==> config.mk <==
export PLATFORM = sky130hd
export DESIGN_NAME = usbirq_top
export DESIGN_NICKNAME = d
export VERILOG_FILES = /design/src/rtl/usbirq_pkg.sv /design/src/rtl/usbirq_top.sv /design/src/rtl/usbirq_flags.sv
export VERILOG_INCLUDE_DIRS = /design/src /design/src/rtl
export SDC_FILE = /design/constraint.sdc
export NUM_CORES = 1
export LEC_CHECK = 0
export ABC_AREA = 1
export ABC_CLOCK_PERIOD_IN_PS = 3950
export BUFFER_PORTS_ARGS = -buffer_cell sky130_fd_sc_hd__buf_4
export CORE_ASPECT_RATIO = 1.25
export CORE_MARGIN = 8
export CORE_UTILIZATION = 40
export CTS_CLUSTER_DIAMETER = 40
export DETAILED_ROUTE_END_ITERATION = 7
export HOLD_SLACK_MARGIN = 0.15
export SLEW_MARGIN = 20
export SYNTH_ARGS = -nofsm -noshare
export SYNTH_HDL_FRONTEND = slang
export SYNTH_HIERARCHICAL = 1
export SYNTH_SLANG_ARGS = --single-unit
==> constraint.sdc <==
create_clock -name clock -period 3.95 [get_ports clock]
set_input_delay 0.9875 -clock clock [delete_from_list [all_inputs] [get_ports clock]]
set_output_delay 0.9875 -clock clock [all_outputs]
set_load 0.02 [all_outputs]
==> src/rtl/usbirq_map.svh <==
// Purpose: Register offsets, field positions, masks and reset values of the device interrupt block
// Assumes: 16-bit register words at fixed host port offsets
// Notes: Definitions only
`ifndef USBIRQ_MAP_SVH
`define USBIRQ_MAP_SVH

`define USBIRQ_NUM_DEV 2
`define USBIRQ_NUM_EP 8

`define USBIRQ_DEV1_IRQ_EN 16'hC08C
`define USBIRQ_DEV1_USB_ADDR 16'hC08E
`define USBIRQ_DEV1_FLAGS 16'hC090
`define USBIRQ_DEV2_IRQ_EN 16'hC0AC
`define USBIRQ_DEV2_USB_ADDR 16'hC0AE
`define USBIRQ_DEV2_FLAGS 16'hC0B0

`define USBIRQ_BIT_VBUS 15
`define USBIRQ_BIT_ID 14
`define USBIRQ_BIT_SOF_TMO 11
`define USBIRQ_BIT_SOF_EOP 9
`define USBIRQ_BIT_BUS_RST 8

`define USBIRQ_EN_MASK_OTG 16'hCBFF
`define USBIRQ_EN_MASK_PLAIN 16'h0BFF
`define USBIRQ_FLAG_MASK_OTG 16'hC3FF
`define USBIRQ_FLAG_MASK_PLAIN 16'h03FF
`define USBIRQ_ADDR_MASK 7'h7F

`define USBIRQ_EN_RESET 16'h0000
`define USBIRQ_ADDR_RESET 7'h00
`define USBIRQ_FLAG_RESET 16'h0000

`endif

==> src/rtl/usbirq_pkg.sv <==
// Purpose: Shared types of the device interrupt and address block
// Assumes: Nothing beyond the register map header
// Notes: Types only; numbers live in the map header
package usbirq_pkg;

  typedef logic [15:0] usbirq_word_t;
  typedef logic [6:0] usbirq_addr_t;
  typedef logic [2:0] usbirq_ep_t;

endpackage : usbirq_pkg

==> src/rtl/usbirq_top.sv <==
// Purpose: Interrupt enables, device address filter and event flags for two USB device instances
// Assumes: All inputs synchronous to clock; endpoint outcome inputs are one-cycle pulses
// Notes: Registers reached over the host processor port at fixed offsets
`timescale 1ns/1ps
`default_nettype none
`include "usbirq_map.svh"

module usbirq_top
  import usbirq_pkg::*;
(
  // Clock and reset
  input wire logic clock,
  input wire logic rst_n,
  // Host processor port
  input wire usbirq_word_t reg_addr,
  input wire logic reg_wr,
  input wire logic reg_rd,
  input wire usbirq_word_t reg_wdata,
  output usbirq_word_t reg_rdata,
  // Token address filter
  input wire logic [1:0] tok_valid,
  input wire usbirq_addr_t tok_addr_dev1,
  input wire usbirq_addr_t tok_addr_dev2,
  output logic [1:0] tok_match,
  // Endpoint transaction outcomes
  input wire usbirq_ep_t ep_num_dev1,
  input wire usbirq_ep_t ep_num_dev2,
  input wire logic [1:0] ep_ack,
  input wire logic [1:0] ep_stall,
  input wire logic [1:0] ep_timeout,
  input wire logic [1:0] ep_in_err,
  input wire logic [1:0] ep_out_err,
  input wire logic [1:0] ep_nak,
  input wire logic [7:0] nak_irq_en_dev1,
  input wire logic [7:0] nak_irq_en_dev2,
  // Bus events
  input wire logic [1:0] sof_eop_rx,
  input wire logic [1:0] bus_reset_det,
  // OTG inputs of the first port A
  input wire logic vbus_valid,
  input wire logic otg_id,
  // Interrupt requests
  output logic [1:0] dev_irq
);

  usbirq_word_t en_q [2];
  usbirq_addr_t addr_q [2];
  usbirq_word_t flags_q [2];
  usbirq_ep_t ep_num [2];
  logic [7:0] nak_en [2];
  usbirq_addr_t tok_addr [2];
  usbirq_word_t otg_set;
  usbirq_word_t next_rdata;
  logic otg_primed;
  logic vbus_q;
  logic id_q;

  assign ep_num[0] = ep_num_dev1;
  assign ep_num[1] = ep_num_dev2;
  assign nak_en[0] = nak_irq_en_dev1;
  assign nak_en[1] = nak_irq_en_dev2;
  assign tok_addr[0] = tok_addr_dev1;
  assign tok_addr[1] = tok_addr_dev2;

  // Edge history reloads every cycle and detection waits one cycle after reset, so a level present at release is not taken as an edge
  always_ff @(posedge clock)
  begin
    if (!rst_n)
    begin
      otg_primed <= 1'b0;
      vbus_q <= 1'b0;
      id_q <= 1'b0;
    end
    else
    begin
      otg_primed <= 1'b1;
      vbus_q <= vbus_valid;
      id_q <= otg_id;
    end
  end

  always_comb
  begin
    otg_set = 16'h0000;
    otg_set[`USBIRQ_BIT_VBUS] = otg_primed && (vbus_valid != vbus_q);
    otg_set[`USBIRQ_BIT_ID] = otg_primed && (otg_id != id_q);
  end

  genvar d;
  generate
    for (d = 0; d < `USBIRQ_NUM_DEV; d = d + 1)
    begin : g_dev
      localparam bit IS_FIRST = (d == 0);
      localparam usbirq_word_t OFS_EN = IS_FIRST ? `USBIRQ_DEV1_IRQ_EN : `USBIRQ_DEV2_IRQ_EN;
      localparam usbirq_word_t OFS_ADDR = IS_FIRST ? `USBIRQ_DEV1_USB_ADDR : `USBIRQ_DEV2_USB_ADDR;
      localparam usbirq_word_t OFS_FLAGS = IS_FIRST ? `USBIRQ_DEV1_FLAGS : `USBIRQ_DEV2_FLAGS;
      localparam usbirq_word_t EN_MASK = IS_FIRST ? `USBIRQ_EN_MASK_OTG : `USBIRQ_EN_MASK_PLAIN;

      logic tx_done;
      usbirq_word_t ep_set;
      usbirq_word_t set_evt;

      // Reserved bits are dropped on write so they always read back as zero
      always_ff @(posedge clock)
      begin
        if (!rst_n)
        begin
          en_q[d] <= `USBIRQ_EN_RESET;
        end
        else if (reg_wr && (reg_addr == OFS_EN))
        begin
          en_q[d] <= reg_wdata & EN_MASK;
        end
      end

      always_ff @(posedge clock)
      begin
        if (!rst_n)
        begin
          addr_q[d] <= `USBIRQ_ADDR_RESET;
        end
        else if (reg_wr && (reg_addr == OFS_ADDR))
        begin
          addr_q[d] <= reg_wdata[6:0] & `USBIRQ_ADDR_MASK;
        end
      end

      // Foreign addresses simply never see a match, so the token is dropped silently
      assign tok_match[d] = tok_valid[d] && (tok_addr[d] == addr_q[d]);

      assign tx_done = ep_ack[d] || ep_stall[d] || ep_timeout[d] || ep_in_err[d] || ep_out_err[d]
                       || (ep_nak[d] && nak_en[d][ep_num[d]]);
      assign ep_set = tx_done ? (16'h0001 << ep_num[d]) : 16'h0000;

      always_comb
      begin
        set_evt = ep_set;
        set_evt[`USBIRQ_BIT_SOF_EOP] = sof_eop_rx[d];
        set_evt[`USBIRQ_BIT_BUS_RST] = bus_reset_det[d];
        if (IS_FIRST)
        begin
          set_evt = set_evt | otg_set;
        end
      end

      usbirq_flags #(
        .HAS_OTG(IS_FIRST)
      ) u_flags (
        .clock(clock),
        .rst_n(rst_n),
        .set_evt(set_evt),
        .clr_wr(reg_wr && (reg_addr == OFS_FLAGS)),
        .clr_data(reg_wdata),
        .flags(flags_q[d])
      );

      assign dev_irq[d] = |(flags_q[d] & en_q[d]);
    end
  endgenerate

  // Address registers are write-only and unmapped offsets read zero
  always_comb
  begin
    next_rdata = 16'h0000;
    case (reg_addr)
      `USBIRQ_DEV1_IRQ_EN: next_rdata = en_q[0];
      `USBIRQ_DEV1_FLAGS: next_rdata = flags_q[0];
      `USBIRQ_DEV2_IRQ_EN: next_rdata = en_q[1];
      `USBIRQ_DEV2_FLAGS: next_rdata = flags_q[1];
      default: next_rdata = 16'h0000;
    endcase
  end

  always_ff @(posedge clock)
  begin
    if (!rst_n)
    begin
      reg_rdata <= 16'h0000;
    end
    else if (reg_rd)
    begin
      reg_rdata <= next_rdata;
    end
  end
endmodule : usbirq_top

`default_nettype wire

==> src/rtl/usbirq_flags.sv <==
// Purpose: Sticky event flags of one device with write-one-to-clear
// Assumes: Set events and clear writes are single-cycle pulses
// Notes: A set in the same cycle as its clear is kept
`timescale 1ns/1ps
`default_nettype none
`include "usbirq_map.svh"

module usbirq_flags
  import usbirq_pkg::*;
#(
  parameter bit HAS_OTG = 1'b1
)
(
  // Clock and reset
  input wire logic clock,
  input wire logic rst_n,
  // Events and clears
  input wire usbirq_word_t set_evt,
  input wire logic clr_wr,
  input wire usbirq_word_t clr_data,
  // Flag state
  output usbirq_word_t flags
);

  localparam usbirq_word_t FLAG_MASK = HAS_OTG ? `USBIRQ_FLAG_MASK_OTG : `USBIRQ_FLAG_MASK_PLAIN;

  usbirq_word_t clr_vec;
  usbirq_word_t next_flags;

  assign clr_vec = clr_wr ? clr_data : 16'h0000;
  // Set is OR-ed after the clear so a coincident event survives
  assign next_flags = ((flags & ~clr_vec) | set_evt) & FLAG_MASK;

  always_ff @(posedge clock)
  begin
    if (!rst_n)
    begin
      flags <= `USBIRQ_FLAG_RESET;
    end
    else
    begin
      flags <= next_flags;
    end
  end
endmodule : usbirq_flags

`default_nettype wire

[Yosys cells after proc, flatten, opt, wreduce, memory -nomap -nowiden]
Memory sizes are Yosys's and may differ from the RTL's.
Index checks and enable logic that the tools add are counted.
W data, S select, Z words.
Storage, ports and cells
  bits in registers: 45
  memories: 2
  output and inout port bits: 20
  memory bits (writable): 40
Cells by class
  reduce and logical (&&, ||, !) cells: 24
  bitwise operators: 13
  mux-type cells: 27
  $lt $le $gt $ge: 2
  shifts and indexed selects: 2
  equality and inequality tests: 10
Memories
  en_q: words 2, width 13, rd ports 2, clocked after memory_dff 0, wr ports 2, line usbirq_top.sv:46  | usbirq_word_t en_q [2];
  addr_q: words 2, width 7, rd ports 2, clocked after memory_dff 0, wr ports 2, line usbirq_top.sv:47  | usbirq_addr_t addr_q [2];
Operators by type and width (count)
  $eq A16 B16 Y1 const B: 6
  $pmux W16 S4: 1
  $and A16 B16 Y16: 2
  $mux W16: 2
  $or A16 B16 Y16: 2
  $reduce_or A16 Y1: 2
  $mux W13: 2
  $and A10 B16 Y16: 1
  $mux W1: 16
  $not A16 Y16: 1
  $shl A1 B3 Y16 const A: 1
  $eq A7 B7 Y1: 2
  $mux W7: 2
  $logic_and A1 B1 Y1: 12
  $and A10 B10 Y10: 1
  $logic_or A1 B1 Y1: 10
  $mux W10: 1
  $not A10 Y10: 1
  $or A10 B10 Y10: 1
  $lt A3 B4 Y1 const B: 2
  $mux W8: 1
  $shl A1 B3 Y8 const A: 1
  $bmux W1 S3: 2
  $or A1 B1 Y1: 4
  $ne A1 B1 Y1: 2

[Logic depth before layout (Yosys ltp)]
  depth in word-level cells: 8
  mapped depth: 12

[Modules after synthesis]
The synthesis kept the hierarchy.
Modules (own cells, without submodules)
  usbirq_top: area each 3398.3 um2, sequential area each 1521.5 um2, cells each 453, times used 1
  usbirq_flags (g_dev[0].u_flags): area each 576.8 um2, sequential area each 240.2 um2, cells each 68, times used 1
  usbirq_flags (g_dev[1].u_flags): area each 426.7 um2, sequential area each 200.2 um2, cells each 59, times used 1

[Least setup slack after synthesis]
Ideal clock, no wire load.
  path type: input-to-output
  start: in tok_addr_dev2[5]
  end: out tok_match[1]
  path buffers: 0
  cell stages on the path: 4
  arrival time: 1982 ps
  path slack: 980 ps
  cells stage by stage: inv_1 a21boi_0 o211ai_1 nor4_1
Between the ends
  longest elaborated chain between the ends: 2
Ends and longest elaborated chain
  start: declaration: line usbirq_top.sv:23  | input wire usbirq_addr_t tok_addr_dev2,
  $eq A7 B7 Y1: line usbirq_top.sv:129  | assign tok_match[d] = tok_valid[d] && (tok_addr[d] == addr_q[d]);
  $logic_and A1 B1 Y1: line usbirq_top.sv:129
  end: declaration: line usbirq_top.sv:24  | output logic [1:0] tok_match,
Every way passes these cells.

[Worst setup path in the final report]
Ends and elaborated chain as after synthesis.

==> results.ini <==
[final_layout]
drive_above_1_share_pct = 25.7
nFillCells = 1133
multi_input_area_sq_um = 2000
stdcell_count = 823
layout.nets = 775
area_delta_synth_final_pct = 25.7
num_antenna_cells = 0
seq_area_sq_um = 1960

[sta]
hold_ws_ns = 0.467
fin_skew_ns = 0.00572
fin_crit_ns = 2.83
rsz0062_at_grt = no
tightestPinTransition_ns = 0.893
slew_headroom_pct = 39.8
hold_viol_final = 0
finalCritPeriodShare_pct = 71.6
slew_viol_final = 0
timing.fmax_mhz = 354
final-setup-viol-count = 0
finalSetupTns_ns = 0

[setup_path]
rr_endpoint = reg_rdata[0]
worstReg2RegStart = en_q[0][0]
crit_path_end_kind = output port
worstPathArrival_ns = 1.84
r2r.worst_path.cells = 4
r2r_slack_ns = 2.99
worstPathRequired_ns = 2.96
worstSetupStartpointType = primary input
crit_fanout = 2
worstSetupPathType = primary input to output port

[place]
port_buffers = 108
dp_hpwl_mm = 9.14
dp.cells = 807
gp_congestion = 0.850

[hold_path]
min_path_type = flop to flop
min_from = reg_rdata[13]
min_to = reg_rdata[13]
hold_depth = 2

[floorplanning]
ios = 112
die_area_sq_um = 14600
start_util_pct = 40.3
rows = 43
coreArea_sq_um = 10900
die_w_um = 110
die_y_um = 133

[clocking]
clkTransAtPathRegs_ns = 0.06
clkLatencyLatePin_ns = 0.34
ctsHoldBuffers = 0
root_buffer = clkbuf_16
clockBufferDepth = 2
cts-buffers-inserted = 9
cts_resized = 0
cts_tree = built
cts_setup_buffers = 0
h-tree-depth = 3
cts.sinks = 79

[synthesis]
netlist_instances = 579
syn_area_per_cell_sq_um = 7.60
ys.warnings.count = 6
mappedNetlistArea_sq_um = 4400

[global_route]
antenna_found_initial = 0
grt_pass1_wl_mm = 18.9
grt_max_degree = 29
grt_pass1_vias = 3938
grt_overflow_total = 0
grt_use_total_pct = 16.2

[status]
outcome = complete, no violations

[detailed_routing]
num_vias = 3991
drt_iter0_markers = 145
drt-pass1-iter-count = 4
drt_wl_total_mm = 11.5
vias_per_cell = 4.85
wl_per_cell_um = 13.9
drtAntennaViolNets = 0
route.detailed.drc = 0

[power_and_ir_drop]
power.leakage_uw = 0.00246
peakVddDrop_uv = 179
p_per_area_nw_per_um2 = 353

[job]
maxCapViolCount = 0

## sequential cells by signal, indices dropped and copies added (netlist names)
name                 flops
g_dev.u_flags/flags     22
en_q                    24
vbus_q                   1
otg_primed               1
addr_q                  14
reg_rdata               16
id_q                     1
## cells in the final DEF (no fill, tap or decap), drive strengths merged, types with 2 or more instances in the layout
master and count:
a21boi 2, a21oi 59, a221oi 6, a22oi 2
and2 2, buf 114, clkbuf 9, clkinv 3
conb 10, dfxtp 41, edfxtp 38, inv 69
nand2 163, nand3 59, nand4 8, nor2 71
nor3 2, nor3b 2, nor4 2, o21ai 15
xnor2 2, xor2 4
## final cells by class
type,count,area share (%)
clock buffers,9,4.07
clock inverters,7,1.29
inverters,67,4.55
multi-input cells,412,36.1
flip-flops and latches,79,35.5
well taps,135,3.05
repair buffers,114,15.5
## power breakdown
group | switching (uW) | internal [uW] | leakage, uW
Clock | 337 | 490 | 0.000146
Combinational | 109 | 98.6 | 0.00162
Sequential | 26.4 | 892 | 0.000696
Total | 473 | 1480 | 0.00246
## stage by stage
step / cell area, sq um / worst slack [ns] / util [%] / total power, uW
detailed placement: 5230 / 1.02 / 47.9 / 1140
global route: 5530 / 0.908 / 50.6 / 2030
finish: 5530 / 1.12 / 50.6 / 1950
CTS: 5530 / 1.11 / 50.6 / 1970
global placement: 5230 / 1.06 / 47.9 / 1140
floorplan: 4430 / 0.980 / - / 1030
## per-layer routing
layer / GRT usage (%) / routed length, um / vias up
met2: 26.4 / 5550 / 108
met5: 0 / 0 / -
met1: 19.9 / 5000 / 1791
met3: 4.35 / 730 / 13
li1: - / - / 2079
met4: 5.19 / 180 / 0
## critical path, stage by stage
cell	delay [ns]
buf_4	0.11
inv_1	0.05
nor2_1	0.04
a221oi_1	0.20
nand2_1	0.07
nor4_1	0.18
buf_4	0.19
## worst max path at each step
| stage | startpoint | end | cells after the start |
|---|---|---|---|
| 2_1_floorplan | tok_addr_dev2[5] | tok_match[1] | 4 |
| 3_3_place_gp | reg_addr[11] | en_q[0][5] | 8 |
| 3_5_place_dp | reg_addr[11] | en_q[0][5] | 8 |
| 4_1_cts | tok_addr_dev2[5] | tok_match[1] | 7 |
| 5_1_grt | tok_addr_dev2[5] | tok_match[1] | 7 |
| 6_report | tok_addr_dev2[5] | tok_match[1] | 7 |
No activity file was read; power rests on OpenSTA's default activity.
